### src/tcibm_pkg.sv
package tcibm_pkg;

  localparam int CLK_HZ = 20_000_000;
  // Fastest upstream bus rate the sampling is sized for
  localparam int BUS_MAX_HZ = 1_000_000;
  localparam int SPIKE_NS = 100;
  localparam int SPIKE_CYC = (SPIKE_NS * (CLK_HZ / 1_000_000) + 999) / 1000;
  localparam logic [3:0] FCNT_LAST = 4'(SPIKE_CYC - 1);

  // Upper slave address bits, value is arbitrary
  localparam logic [3:0] ADDR_BASE = 4'he;

  localparam int SYNC_W = 9;
  localparam int SY_UPD = 0;
  localparam int SY_UPC = 1;
  localparam int SY_D0D = 2;
  localparam int SY_D1D = 3;
  localparam int SY_I0 = 4;
  localparam int SY_I1 = 5;
  localparam int SY_ST = 6;
  localparam logic [SYNC_W-1:0] SYNC_RST = 9'h03f;

  localparam int SEL_EN_BIT = 2;
  localparam int SEL_CH_BIT = 0;
  localparam logic [2:0] SEL_RST = 3'h0;
  localparam logic [3:0] BIT_LAST = 4'h8;
  localparam logic [3:0] RD_LAST = 4'h7;
  localparam logic [2:0] HIST_RST = 3'h0;

  typedef struct packed {
    logic clk;
    logic dat;
  } tcibm_line_t;

  localparam tcibm_line_t LINE_IDLE = 2'h3;

  typedef enum logic [6:0] {
    ST_IDLE = 7'h01,
    ST_ADDR = 7'h02,
    ST_AACK = 7'h04,
    ST_WR = 7'h08,
    ST_WACK = 7'h10,
    ST_RD = 7'h20,
    ST_RACK = 7'h40
  } tcibm_state_t;

endpackage

### src/tcibm_mux.sv
// Notes on behaviour
// Upstream clock and data are routed to the one selected downstream pair.
// At most one downstream channel is ever connected.
// Reset returns the bus state machine to idle.
// After reset both channels stay disconnected until a new selection is written.
// Upstream interrupt output is the AND of both downstream interrupt inputs.
// Each downstream interrupt input is active low, one per channel.
// Three strap inputs form the low slave address bits, eight addresses.
// Short glitches on upstream clock and data are filtered out; here only for the bus state machine, not the downstream pass-through.
// Serial interface works up to 1 MHz upstream clock.
// One written byte sets the selection; a read returns the current selection.
// A new selection takes effect only at the stop ending the write.
`timescale 1ns/1ps
`default_nettype none
module tcibm_mux
  import tcibm_pkg::*;
(
  input wire logic clock,
  input wire logic sys_rst,
  input wire logic up_clock_in,
  input wire logic up_data_in,
  output logic up_data_out,
  output logic up_data_oe,
  input wire logic addr_strap_bit0,
  input wire logic addr_strap_bit1,
  input wire logic addr_strap_bit2,
  input wire logic chan0_irq_in_n,
  input wire logic chan1_irq_in_n,
  output logic up_irq_out_n,
  output logic down0_clock_out,
  output logic down0_clock_oe,
  input wire logic down0_data_in,
  output logic down0_data_out,
  output logic down0_data_oe,
  output logic down1_clock_out,
  output logic down1_clock_oe,
  input wire logic down1_data_in,
  output logic down1_data_out,
  output logic down1_data_oe
);

  logic [SYNC_W-1:0] sync1_ff, sync2_ff, nxt_sync1;
  tcibm_line_t filt_ff, nxt_filt, prev_ff;
  logic [1:0][3:0] fcnt_ff, nxt_fcnt;
  logic clk_rise, clk_fall, start_evt, stop_evt;
  logic [6:0] own_addr;

  assign up_data_out = 1'b0;
  assign down0_clock_out = 1'b0;
  assign down0_data_out = 1'b0;
  assign down1_clock_out = 1'b0;
  assign down1_data_out = 1'b0;

  // Every input pin except clock and sys_rst passes two flops first
  always_comb begin
    nxt_sync1 = {addr_strap_bit2, addr_strap_bit1, addr_strap_bit0, chan1_irq_in_n, chan0_irq_in_n,
                 down1_data_in, down0_data_in, up_clock_in, up_data_in};
  end

  // Level follows only after SPIKE_CYC matching samples
  always_comb begin
    nxt_filt = filt_ff;
    nxt_fcnt = fcnt_ff;
    for (int i = 0; i < 2; i++) begin
      if (sync2_ff[i] == filt_ff[i]) begin
        nxt_fcnt[i] = 4'h0;
      end else if (fcnt_ff[i] == FCNT_LAST) begin
        nxt_filt[i] = sync2_ff[i];
        nxt_fcnt[i] = 4'h0;
      end else begin
        nxt_fcnt[i] = fcnt_ff[i] + 4'h1;
      end
    end
  end

  always_ff @(posedge clock) begin
    if (sys_rst) begin
      sync1_ff <= SYNC_RST;
      sync2_ff <= SYNC_RST;
      filt_ff <= LINE_IDLE;
      prev_ff <= LINE_IDLE;
      fcnt_ff <= '0;
    end else begin
      sync1_ff <= nxt_sync1;
      sync2_ff <= sync1_ff;
      filt_ff <= nxt_filt;
      prev_ff <= filt_ff;
      fcnt_ff <= nxt_fcnt;
    end
  end

  assign clk_rise = filt_ff.clk & ~prev_ff.clk;
  assign clk_fall = ~filt_ff.clk & prev_ff.clk;
  assign start_evt = filt_ff.clk & prev_ff.clk & prev_ff.dat & ~filt_ff.dat;
  assign stop_evt = filt_ff.clk & prev_ff.clk & ~prev_ff.dat & filt_ff.dat;
  assign own_addr = {ADDR_BASE, sync2_ff[SY_ST+2:SY_ST]};

  tcibm_state_t state_ff, nxt_state;
  logic [3:0] cnt_ff, nxt_cnt;
  logic [7:0] shift_ff, nxt_shift, rd_byte;
  logic drv_ff, nxt_drv, rw_ff, nxt_rw, nack_ff, nxt_nack, wr_ff, nxt_wr;
  logic [2:0] pend_ff, nxt_pend, sel_ff, nxt_sel;

  assign rd_byte = {5'h00, sel_ff};

  always_comb begin
    nxt_state = state_ff;
    nxt_cnt = cnt_ff;
    nxt_shift = shift_ff;
    nxt_drv = drv_ff;
    nxt_rw = rw_ff;
    nxt_nack = nack_ff;
    nxt_pend = pend_ff;
    nxt_wr = wr_ff;
    nxt_sel = sel_ff;
    if (start_evt) begin
      nxt_state = ST_ADDR;
      nxt_cnt = 4'h0;
      nxt_drv = 1'b0;
    end else if (stop_evt) begin
      nxt_state = ST_IDLE;
      nxt_drv = 1'b0;
      if (wr_ff) begin
        nxt_sel = pend_ff;
        nxt_wr = 1'b0;
      end
    end else begin
      unique case (state_ff)
        ST_IDLE: begin
        end
        ST_ADDR, ST_WR: begin
          if (clk_rise) begin
            nxt_shift = {shift_ff[6:0], filt_ff.dat};
            nxt_cnt = cnt_ff + 4'h1;
          end else if (clk_fall && cnt_ff == BIT_LAST) begin
            if (state_ff == ST_WR) begin
              // Encoding leaves room for one channel only
              nxt_pend = {shift_ff[SEL_EN_BIT], 1'b0, shift_ff[SEL_CH_BIT]};
              nxt_wr = 1'b1;
              nxt_drv = 1'b1;
              nxt_state = ST_WACK;
            end else if (shift_ff[7:1] == own_addr) begin
              nxt_drv = 1'b1;
              nxt_rw = shift_ff[0];
              nxt_state = ST_AACK;
            end else begin
              nxt_state = ST_IDLE;
            end
          end
        end
        ST_AACK: begin
          if (clk_fall) begin
            nxt_cnt = 4'h0;
            if (rw_ff) begin
              nxt_shift = rd_byte;
              nxt_drv = ~rd_byte[7];
              nxt_state = ST_RD;
            end else begin
              nxt_drv = 1'b0;
              nxt_state = ST_WR;
            end
          end
        end
        ST_WACK: begin
          if (clk_fall) begin
            nxt_drv = 1'b0;
            nxt_cnt = 4'h0;
            nxt_state = ST_WR;
          end
        end
        ST_RD: begin
          if (clk_fall) begin
            if (cnt_ff == RD_LAST) begin
              nxt_drv = 1'b0;
              nxt_state = ST_RACK;
            end else begin
              nxt_shift = {shift_ff[6:0], 1'b0};
              nxt_drv = ~shift_ff[6];
              nxt_cnt = cnt_ff + 4'h1;
            end
          end
        end
        ST_RACK: begin
          if (clk_rise) begin
            nxt_nack = filt_ff.dat;
          end else if (clk_fall) begin
            if (nack_ff) begin
              nxt_state = ST_IDLE;
            end else begin
              nxt_cnt = 4'h0;
              nxt_shift = rd_byte;
              nxt_drv = ~rd_byte[7];
              nxt_state = ST_RD;
            end
          end
        end
        default: begin
          nxt_state = ST_IDLE;
        end
      endcase
    end
  end

  always_ff @(posedge clock) begin
    if (sys_rst) begin
      state_ff <= ST_IDLE;
      cnt_ff <= 4'h0;
      shift_ff <= 8'h00;
      drv_ff <= 1'b0;
      rw_ff <= 1'b0;
      nack_ff <= 1'b0;
      pend_ff <= SEL_RST;
      wr_ff <= 1'b0;
      sel_ff <= SEL_RST;
    end else begin
      state_ff <= nxt_state;
      cnt_ff <= nxt_cnt;
      shift_ff <= nxt_shift;
      drv_ff <= nxt_drv;
      rw_ff <= nxt_rw;
      nack_ff <= nxt_nack;
      pend_ff <= nxt_pend;
      wr_ff <= nxt_wr;
      sel_ff <= nxt_sel;
    end
  end

  // Pass-through with direction lockout so neither side latches the other low
  logic sel0, sel1, dn_dat;
  logic dn_drv_ff, nxt_dn_drv, up_pass_ff, nxt_up_pass;
  logic [2:0] dn_hist_ff, nxt_dn_hist, up_hist_ff, nxt_up_hist;
  logic nxt_d0c, nxt_d0d, nxt_d1c, nxt_d1d, nxt_upoe, nxt_irq;

  assign sel0 = sel_ff[SEL_EN_BIT] & ~sel_ff[SEL_CH_BIT];
  assign sel1 = sel_ff[SEL_EN_BIT] & sel_ff[SEL_CH_BIT];
  assign dn_dat = sel1 ? sync2_ff[SY_D1D] : sync2_ff[SY_D0D];

  always_comb begin
    nxt_dn_drv = (sel0 | sel1) & ~sync2_ff[SY_UPD] & ~up_pass_ff & (up_hist_ff == HIST_RST);
    nxt_up_pass = (sel0 | sel1) & ~dn_dat & ~dn_drv_ff & (dn_hist_ff == HIST_RST);
    nxt_dn_hist = {dn_hist_ff[1:0], dn_drv_ff};
    nxt_up_hist = {up_hist_ff[1:0], up_pass_ff};
    nxt_d0c = sel0 & ~sync2_ff[SY_UPC];
    nxt_d1c = sel1 & ~sync2_ff[SY_UPC];
    nxt_d0d = sel0 & nxt_dn_drv;
    nxt_d1d = sel1 & nxt_dn_drv;
    nxt_upoe = nxt_up_pass | drv_ff;
    nxt_irq = sync2_ff[SY_I0] & sync2_ff[SY_I1];
  end

  always_ff @(posedge clock) begin
    if (sys_rst) begin
      dn_drv_ff <= 1'b0;
      up_pass_ff <= 1'b0;
      dn_hist_ff <= HIST_RST;
      up_hist_ff <= HIST_RST;
      down0_clock_oe <= 1'b0;
      down1_clock_oe <= 1'b0;
      down0_data_oe <= 1'b0;
      down1_data_oe <= 1'b0;
      up_data_oe <= 1'b0;
      up_irq_out_n <= 1'b1;
    end else begin
      dn_drv_ff <= nxt_dn_drv;
      up_pass_ff <= nxt_up_pass;
      dn_hist_ff <= nxt_dn_hist;
      up_hist_ff <= nxt_up_hist;
      down0_clock_oe <= nxt_d0c;
      down1_clock_oe <= nxt_d1c;
      down0_data_oe <= nxt_d0d;
      down1_data_oe <= nxt_d1d;
      up_data_oe <= nxt_upoe;
      up_irq_out_n <= nxt_irq;
    end
  end
endmodule
`default_nettype wire

### config.mk
export PLATFORM = sky130hd
export DESIGN_NAME = tcibm_mux
export DESIGN_NICKNAME = d
export VERILOG_FILES = /design/src/tcibm_pkg.sv /design/src/tcibm_mux.sv
export SDC_FILE = /design/constraint.sdc
export NUM_CORES = 1
export LEC_CHECK = 0
export BUFFER_PORTS_ARGS = -buffer_cell sky130_fd_sc_hd__buf_2
export CAP_MARGIN = 20
export CORE_ASPECT_RATIO = 2
export CORE_MARGIN = 2
export CORE_UTILIZATION = 40
export CTS_CLUSTER_SIZE = 20
export DETAILED_ROUTE_END_ITERATION = 8
export SYNTH_ARGS = -nofsm -noshare
export SYNTH_HDL_FRONTEND = slang
export SYNTH_SLANG_ARGS = --single-unit
### constraint.sdc
create_clock -name clock -period 1.9 [get_ports clock]
set_input_delay 0.19 -clock clock [delete_from_list [all_inputs] [get_ports clock]]
set_output_delay 0.19 -clock clock [all_outputs]
set_load 0.03 [all_outputs]
==> results of run 1 <==
==> Yosys cell counts, types with 2 or more instances <==
library cell | count | area [um^2]
dfxtp_1 | 71 | 1420
nor2_1 | 28 | 105
nor2b_1 | 17 | 106
or2_2 | 16 | 100
nand2_1 | 15 | 56.3
nand2b_1 | 15 | 93.8
nand3_1 | 14 | 70.1
a21oi_1 | 13 | 65.1
clkbuf_1 | 11 | 41.3
inv_1 | 9 | 33.8
o21ai_0 | 9 | 45.0
xnor2_1 | 9 | 78.8
mux2i_1 | 7 | 70.1
nor3_1 | 7 | 35.0
ha_1 | 6 | 75.1
buf_2 | 5 | 25.0
buf_4 | 5 | 37.5
xor2_1 | 5 | 43.8
nand3b_1 | 4 | 30.0
nand4_1 | 4 | 25.0
nor3b_1 | 4 | 30.0
nor4_1 | 4 | 25.0
or4_1 | 4 | 30.0
a211oi_1 | 3 | 22.5
a22oi_1 | 3 | 22.5
a31oi_1 | 3 | 18.8
and4b_1 | 3 | 30.0
o21a_1 | 3 | 22.5
or3_1 | 3 | 18.8
a211o_1 | 2 | 17.5
a211oi_2 | 2 | 25.0
and3_1 | 2 | 12.5
buf_6 | 2 | 22.5
o21bai_1 | 2 | 15.0
o2bb2ai_1 | 2 | 17.5
==> where the power goes <==
| group | switching, mW | total, mW | internal (mW) |
|---|---|---|---|
| sequential | 0.0423 | 1.58 | 1.54 |
| clock | 0.586 | 1.52 | 0.936 |
| combinational | 0.513 | 1.02 | 0.508 |
==> area by class of cell <==
class                   instances  area (um^2)
clock inverters                 3         20.0
fillers                       727         3230
multi-input cells             234         1800
well taps                      94          118
inverters                       9         33.8
repair buffers                 84          658
clock buffers                  11          253
flip-flops and latches         71         1430
==> timing repair <==
item,in CTS,in global routing
pin swaps,14,14
gates resized for setup,38,31
setup buffers,8,9
gates cloned,1,1
setup endpoints to repair,22,21
==> cells by family (layout without fill, tap and decap cells) <==
logic type | Yosys count | count (layout) | synth area share (%)
adders and majority gates | 6 | 6 | 2.43
AOI/OAI and AO/OA | 53 | 54 | 11.8
muxes | 7 | 7 | 2.27
and+or+nand+nor | 148 | 148 | 28.1
other | 1 | 5 | 0.122
xor gates and xnor gates | 14 | 14 | 3.98
DFF | 71 | 71 | 46.1
buffers and inverters | 32 | 107 | 5.19
==> worst max-delay path, stage by stage (launching register included) <==
cell and delay, ns:
dfxtp_2 0.33, or4_4 0.56, nor3b_4 0.27, a31oi_4 0.06, nor4b_4 0.25, buf_4 0.17
buf_12 0.12, mux2i_1 0.18, nor2_1 0.05
==> state kept, by name, summed over array words and instances, names as in the netlist, 3 cells and up <==
| register | count |
|---|---|
| up_hist_ff | 3 |
| fcnt_ff | 8 |
| state_ff | 7 |
| shift_ff | 8 |
| cnt_ff | 4 |
| dn_hist_ff | 3 |
| sync1_ff | 9 |
| sync2_ff | 9 |
==> routing by layer <==
layer	part of all wire (%)	routed length (um)	up-vias
met5	0	0	-
met4	8.1	634	0
met3	2.6	201	28
met2	55	4320	62
li1	-	-	1295
met1	34	2690	1245
==> final timing paths <==
kind,start,to,slack [ns],cells past startpoint
worst max register to register,state_ff[4]$_SDFFE_PP0P_,shift_ff[0]$_SDFFE_PP0P_,-0.22,8
worst min-delay path,down0_data_in,sync1_ff[2]$_SDFF_PP1_,0.04,2
worst min register to register,sync1_ff[4]$_SDFF_PP1_,sync2_ff[4]$_SDFF_PP1_,0.41,1
worst max-delay path,state_ff[4]$_SDFFE_PP0P_,shift_ff[0]$_SDFFE_PP0P_,-0.22,8
==> impl_metrics.toml, run 1 <==
[run_status]
outcome = "complete, but fails checks"
violations = "setup timing"

[sta]
setup_total_negative_slack_ns = -3.11
setup_viol_count_final = 20
final_hold_viol_count = 0
clock.fmax_mhz = 472
fin_hold_ws_ns = 0.0424
final_critical_path_setup_slack_ns = -0.221
worst_margin_slew_ns = 0.601
final_min_period_over_clock_period_pct = 112
finClkSkew_ns = 0.00415
rsz_0062_raised_after_global_routing = "yes"
final-max-slew-violation-count = 0
slew_headroom_pct = 59.9
finalWorstPathRequiredPeriod_ns = 2.12

[clock_tree]
cts_root_buffer = "clkbuf_16"
clk_transition_reported_paths_ns = 0.06
cts_buffer_depth = 2
clock_sinks = 71
tritoncts = "built"
clock_latency_ns = 0.33
cts_htree_levels = 3
hold_buffers = 0
number_of_cts_inserted_buffers = 9

[global_routing]
grt.met1_usage_pct = 17.4
busiest_layer = "met2"
vias_in_the_first_global_route = 2613
gr-total-overflow = 0
grt_antenna_before_repair = 0
grtUsageMet3_pct = 3.86
gr-usage-all-layers_pct = 19.7
grt_util_met2_pct = 35.2
grt_max_degree = 40
wire_length_of_the_first_global_routing_pass_um = 12300

[placement]
port_buffers = 16
dp.cells = 473
pre_cts_slack_ns = -0.412
weighted_congestion_reported_at_the_end_of_routability_driven_placement = 0.945
post_dp_cell_area_mm2 = 0.00355
place_hpwl_um = 5560

[finish]
antenna-diode-count = 0
flow.area_growth_from_synthesis_pct = 39.8
layout.cells.most_common_list = "dfxtp_1, buf_4, nor2_1"
final_core_util_pct = 57.1
stdcell_area_mm2 = 0.00431
layout.cells.most_common = "dfxtp_1"
post_layout_nonfiller_instances = 506
drive_gt1_share_pct = 39.6
num-nets-final = 426

[setup_path]
worstSetupEndpointType = "register"
startpoint_type = "register"
criticalPathCategory = "reg -> reg"
critical_path_arrival_ns = 2.33
cp_max_fo = 8
cp.required_ns = 2.11

[logic_synthesis]
synth-async-reset-ratio_pct = 0
synth-edff-count = 0
post_synthesis_instance_total = 332
syn_area_per_cell_um2 = 9.29
yosysUniqueCellTypes = 55
post_synthesis_cell_area_mm2 = 0.00308
yosysWarningCount = 0
synth_top_flop_cell = "dfxtp_1"
ys_seq_elements = 71
synth_sequential_area_ratio_pct = 46.1

[floorplan]
pin_count = 22
dieArea_mm2 = 0.00847
initial_core_util_pct = 40.9
die_height_um = 128
die_w_um = 66.1
row_count = 45
core_region_area_mm2 = 0.00754

[drt]
vias_per_cell = 5.20
avgRoutedWirePerCell_um = 15.5
post-route-drc-count = 0
antenna_violating_nets_post_route = 0
firstDrtPassIters = 4
finalWirelength_um = 7850
dr_total_vias = 2630
drt_iter0_drc = 124

[power]
total_power_mw = 4.12
reported_leakage_power_nw = 1.73
vdd_drop_max_mv = 0.833
power_density_mw_per_mm2 = 956

[hold_path]
holdCritPathClass = "in -> reg"

[run]
timing.max_cap.violations = 0
No activity file was read; power rests on OpenSTA's default activity.
==> run 2, diff against run 1 <==
--- a/config.mk
+++ b/config.mk
@@ -5,11 +5,13 @@
 export SDC_FILE = /design/constraint.sdc
 export NUM_CORES = 1
 export LEC_CHECK = 0
+export ABC_AREA = 0
 export BUFFER_PORTS_ARGS = -buffer_cell sky130_fd_sc_hd__buf_2
 export CAP_MARGIN = 20
 export CORE_ASPECT_RATIO = 2
 export CORE_MARGIN = 2
 export CORE_UTILIZATION = 40
+export CTS_BUF_LIST = sky130_fd_sc_hd__clkbuf_4 sky130_fd_sc_hd__clkbuf_8
 export CTS_CLUSTER_SIZE = 20
 export DETAILED_ROUTE_END_ITERATION = 8
 export SYNTH_ARGS = -nofsm -noshare
==> run 2 against run 1 <==
The run still ends with setup timing left. Cell area is 6.4% lower. Critical path type unchanged. Sequential cell count stayed put. Maximum frequency is 0.39% lower. Critical endpoint unchanged. Via count is 1.9% lower. Clock power is 30% lower. Largest cell class unchanged.
==> impl_metrics.toml, run 2 (synthesized netlist as in run 1, its figures left out) <==
[clock_tree]
number_of_cts_inserted_buffers = 9
cts_root_buffer = "clkbuf_8"
tritoncts = "built"
clock_latency_ns = 0.34
clock_sinks = 71
cts_htree_levels = 3
cts_buffer_depth = 2
hold_buffers = 0
clk_transition_reported_paths_ns = 0.08

[setup_path]
worstSetupEndpointType = "register"
critPathTopFamily = "simple AND/OR/NAND/NOR gates"
criticalPathCategory = "reg -> reg"
r2r_setup_slack_ns = -0.23
cp.required_ns = 2.12
critPathLaunch = "state_ff[4]$_SDFFE_PP0P_"
critical_path_arrival_ns = 2.35
startpoint_type = "register"
cp_slowest_stage_delay_ns = 0.56
cell_by_cell_listing_of_the_critical_path = "or4_4 -> nor3b_4 -> buf_4 -> a31oi_4 -> nor4b_4 -> buf_12 -> mux2i_1 -> nor2_1"
cp_max_fo = 15
critPathSlowestCell = "or4_4"
r2r-start = "state_ff[4]$_SDFFE_PP0P_"
path_buf_inv = 2

[finish]
flow.area_growth_from_synthesis_pct = 30.9
layout.cells.most_common = "dfxtp_1"
stdcell_area_mm2 = 0.00404
largest_registers = "sync1_ff x9, sync2_ff x9"
num-nets-final = 413
layout.cells.most_common_list = "dfxtp_1, buf_4, nor2_1"
fillCellCount = 745
drive_gt1_share_pct = 36.3
area.sequential_mm2 = 0.00143
multi_input_gate_area_mm2 = 0.00177
antenna-diode-count = 0

[sta]
setup_total_negative_slack_ns = -2.58
finalWorstPathRequiredPeriod_ns = 2.13
final_min_period_over_clock_period_pct = 112
final_hold_viol_count = 0
slew_headroom_pct = 58.2
setup_viol_count_final = 20
rsz_0062_raised_after_global_routing = "yes"
final-max-slew-violation-count = 0
final_critical_path_setup_slack_ns = -0.229
worst_margin_slew_ns = 0.625
finClkSkew_ns = 0.00862
clock.fmax_mhz = 470

[floorplan]
die_w_um = 66.1
core_region_area_mm2 = 0.00754
row_count = 45
die_height_um = 128
dieArea_mm2 = 0.00847
pin_count = 22
initial_core_util_pct = 40.9

[global_routing]
grt_antenna_before_repair = 0
gr-usage-all-layers_pct = 18.9
vias_in_the_first_global_route = 2557
gr-total-overflow = 0
wire_length_of_the_first_global_routing_pass_um = 11800
grt_max_degree = 40

[power]
power_density_mw_per_mm2 = 898
total_power_mw = 3.62
vdd_drop_max_mv = 0.575
reported_leakage_power_nw = 1.59

[placement]
post_dp_cell_area_mm2 = 0.00355
place_hpwl_um = 5560
port_buffers = 16
pre_cts_slack_ns = -0.412
weighted_congestion_reported_at_the_end_of_routability_driven_placement = 0.945

[drt]
firstDrtPassIters = 4
antenna_violating_nets_post_route = 0
avgRoutedWirePerCell_um = 15.5
finalWirelength_um = 7640
dr_total_vias = 2581
post-route-drc-count = 0
drt_iter0_drc = 99
vias_per_cell = 5.24

[hold_path]
min-delay-start = "down0_data_in"
holdCritPathClass = "in -> reg"

[run_status]
violations = "setup timing"
outcome = "complete, but fails checks"

[run]
timing.max_cap.violations = 0
-- run 2: cell types whose count changed in the layout (fill, tap and decap cells not counted), sizes merged --
cell,previous run,this run
buf,83,71
clkbuf,12,11
-- run 2: final timing paths --
path	end	cells past startpoint
max	shift_ff[0]$_SDFFE_PP0P_	8
min	sync1_ff[2]$_SDFF_PP1_	2
max reg2reg	shift_ff[0]$_SDFFE_PP0P_	8
min reg2reg	sync2_ff[4]$_SDFF_PP1_	1
-- run 2: metrics by stage --
step	instances	utilization, %	hold slack (ns)
2_1_floorplan	336	-	0.294
5_1_grt	493	53.5	0.0227
3_3_place_gp	473	47.1	0.373
4_1_cts	490	51.3	0.00869
3_5_place_dp	473	47.1	0.377
6_report	493	53.5	0.0279
-- run 2: repair_timing --
| item | 4_1_cts | 5_1_grt |
|---|---|---|
| buffers inserted | 3 | 2 |
| resized for setup | 24 | 31 |
| gates cloned | 0 | 1 |
| endpoints found under the hold margin | 0 | 0 |
| endpoints found under the setup margin | 22 | 20 |
| pin swaps | 8 | 8 |
-- run 2: area by class of cell --
class | instances | area share, %
clock buffer | 11 | 3.75
timing repair buffer | 71 | 12.9
multi-input combinational | 234 | 43.7
inverter | 9 | 0.837
sequential | 71 | 35.4
clock inverter | 3 | 0.496
tap | 94 | 2.91
-- run 2: worst register-to-register path, cell delays in order (launching register included) --
cell and delay [ns]:
dfxtp_2 0.34, or4_4 0.56, nor3b_4 0.23, buf_4 0.16, a31oi_4 0.04, nor4b_4 0.29
buf_12 0.18, mux2i_1 0.18, nor2_1 0.05
-- run 2: per-layer routing --
metal	GRT usage, %	vias up	share of wire, %
met3	3.60	41	3.0
met5	0	-	0
met2	33.6	75	54
met4	17.5	0	8.5
li1	-	1264	-
met1	16.8	1201	34
-- run 2: report_power, final --
part | total (mW) | switching (mW) | internal [mW]
Combinational | 0.985 | 0.519 | 0.467
Sequential | 1.58 | 0.0418 | 1.54
Clock | 1.06 | 0.534 | 0.528
Total | 3.62 | 1.09 | 2.53
==> run 3, diff against run 2 <==
--- a/config.mk
+++ b/config.mk
@@ -14,6 +14,7 @@
 export CTS_BUF_LIST = sky130_fd_sc_hd__clkbuf_4 sky130_fd_sc_hd__clkbuf_8
 export CTS_CLUSTER_SIZE = 20
 export DETAILED_ROUTE_END_ITERATION = 8
+export REMOVE_ABC_BUFFERS = 1
 export SYNTH_ARGS = -nofsm -noshare
 export SYNTH_HDL_FRONTEND = slang
 export SYNTH_SLANG_ARGS = --single-unit
==> run 3 against run 2 <==
Clock power rose by 15%. Power grew 7.5%. Maximum frequency rose by 3.9%. The run still ends with setup timing left. Final cell count grew 2.0%. Combinational power grew 11%. Largest power group unchanged. Clock skew decreased by 0.00052 ns. Non-clock buffer count increased by 8. Critical path depth rose by 1. Via count decreased by 0.39%. Global-route usage down 0.96 points. Register-to-register slack improved by 0.08 ns. Sequential power about the same.
==> impl_metrics.toml, run 3 (synthesized netlist as in run 1, its figures left out) <==
[drt]
vias_per_cell = 5.11
drt_iter0_drc = 100
avgRoutedWirePerCell_um = 14.2
firstDrtPassIters = 6
dr_total_vias = 2571
antenna_violating_nets_post_route = 0
post-route-drc-count = 0
finalWirelength_um = 7160

[power]
total_power_mw = 3.90
reported_leakage_power_nw = 1.65
vdd_drop_max_mv = 0.724
power_density_mw_per_mm2 = 945

[sta]
clock.fmax_mhz = 488
final_min_period_over_clock_period_pct = 108
finClkSkew_ns = 0.00810
worst_margin_slew_ns = 0.600
final_critical_path_setup_slack_ns = -0.149
final_hold_viol_count = 0
setup_viol_count_final = 20
fin_hold_ws_ns = 0.0249
rsz_0062_raised_after_global_routing = "yes"
slew_headroom_pct = 58.9
finalWorstPathRequiredPeriod_ns = 2.05
final-max-slew-violation-count = 0

[global_routing]
vias_in_the_first_global_route = 2457
grt_max_degree = 24
grtUsageMet3_pct = 3.78
busiest_layer = "met2"
wire_length_of_the_first_global_routing_pass_um = 11400
grt_util_met2_pct = 30.9
gr-usage-all-layers_pct = 17.9
grt.met1_usage_pct = 17.4
grt_antenna_before_repair = 0
gr-total-overflow = 0

[finish]
drive_gt1_share_pct = 37.2
layout.cells.most_common = "dfxtp_1"
antenna-diode-count = 0
final_core_util_pct = 54.6
flow.area_growth_from_synthesis_pct = 33.6
fillCellCount = 711
layout.cells.most_common_list = "dfxtp_1, buf_4, nor2_1"
num-nets-final = 421
largest_registers = "sync1_ff x9, sync2_ff x9"

[placement]
port_buffers = 16
pre_cts_slack_ns = -0.310
weighted_congestion_reported_at_the_end_of_routability_driven_placement = 0.862
place_hpwl_um = 5130

[setup_path]
critPathSlowestCell = "or4_4"
critical_path_arrival_ns = 2.33
startpoint_type = "register"
cp_slowest_stage_delay_ns = 0.56
cell_by_cell_listing_of_the_critical_path = "or4_4 -> nor3b_4 -> buf_4 -> buf_6 -> a31oi_2 -> a211oi_2 -> buf_4 -> nand2_4 -> o22ai_2"
criticalPathCategory = "reg -> reg"
cp.required_ns = 2.18
worstSetupEndpointType = "register"
critPathLaunch = "state_ff[2]$_SDFFE_PP0P_"
timing.critical_path.mode_cell = "buf_4"
cp_max_fo = 5
r2r-start = "state_ff[2]$_SDFFE_PP0P_"

[clock_tree]
tritoncts = "built"
clock_latency_ns = 0.35
clock_sinks = 71
cts_htree_levels = 3
cts_root_buffer = "clkbuf_8"
number_of_cts_inserted_buffers = 9
cts_buffer_depth = 2
clk_transition_reported_paths_ns = 0.07

[floorplan]
row_count = 45
die_w_um = 66.1
die_height_um = 128
initial_core_util_pct = 40.9
pin_count = 22
dieArea_mm2 = 0.00847
core_region_area_mm2 = 0.00754

[run]
timing.max_cap.violations = 0

[hold_path]
holdCritPathClass = "in -> reg"
min-delay-start = "chan1_irq_in_n"

[run_status]
outcome = "complete, but fails checks"
violations = "setup timing"
-- run 3: cell count changes in the layout (fill, tap and decap cells not counted), moves of 2 or more --
cell     change
dfxtp_1      -2
nor3b_1      +2
buf_4        +3
buf_6        +5
a31oi_2      +2
a31oi_4      -2
nor3b_2      -2
-- run 3: layer usage --
layer  vias up  wire length [um]
li1       1284                 -
met2        50              3900
met4         0               454
met1      1206              2620
met5         -                 0
met3        31               191
-- run 3: worst max-delay path, delay by kind of cell (launching register included) --
kind                   cells  cell delay (ns)
AO/OA/AOI/OAI              3             0.37
buffers and inverters      3             0.43
flip-flops                 1             0.33
AND/OR/NAND/NOR            3             0.86
-- run 3: where the power goes --
part	switching [mW]	total, mW	internal, mW
logic	0.502	1.09	0.589
clock network	0.549	1.22	0.675
registers	0.0419	1.58	1.54
-- run 3: what timing repair did --
item / in CTS / in global routing
endpoints found under the hold margin: 0 / 0
hold buffers: 0 / 0
pin swaps: 6 / 13
cloned: 0 / 1
setup buffers: 4 / 11
resized for setup: 27 / 32
endpoints found under the setup margin: 20 / 20
-- run 3: metrics by stage --
stage | area [um^2] | setup TNS (ns) | cells
floorplan | 2970 | -2.29 | 313
global route | 4120 | -3.76 | 503
CTS | 3880 | -1.10 | 491
finish | 4120 | -1.82 | 503
detailed placement | 3530 | -3.63 | 471
global placement | 3530 | -3.25 | 471
-- run 3: worst paths after layout --
kind                                                to  slack (ns)  cells after the start
worst min register to register  sync2_ff[1]$_SDFF_PP1_        0.41                      1
worst max-delay path            cnt_ff[0]$_SDFFE_PP0P_       -0.15                      9
worst min-delay path            sync1_ff[5]$_SDFF_PP1_        0.02                      2
worst max register to register  cnt_ff[0]$_SDFFE_PP0P_       -0.15                      9
-- run 3: layout make-up --
type / count / area (um^2) / area share [%]
Inverter: 9 / 33.8 / 0.820
Clock buffer: 11 / 151 / 3.67
Clock inverter: 5 / 56.3 / 1.37
Tap cell: 94 / 118 / 2.85
Timing Repair Buffer: 79 / 594 / 14.4
Multi-Input combinational cell: 234 / 1730 / 42.1
Sequential cell: 71 / 1430 / 34.8
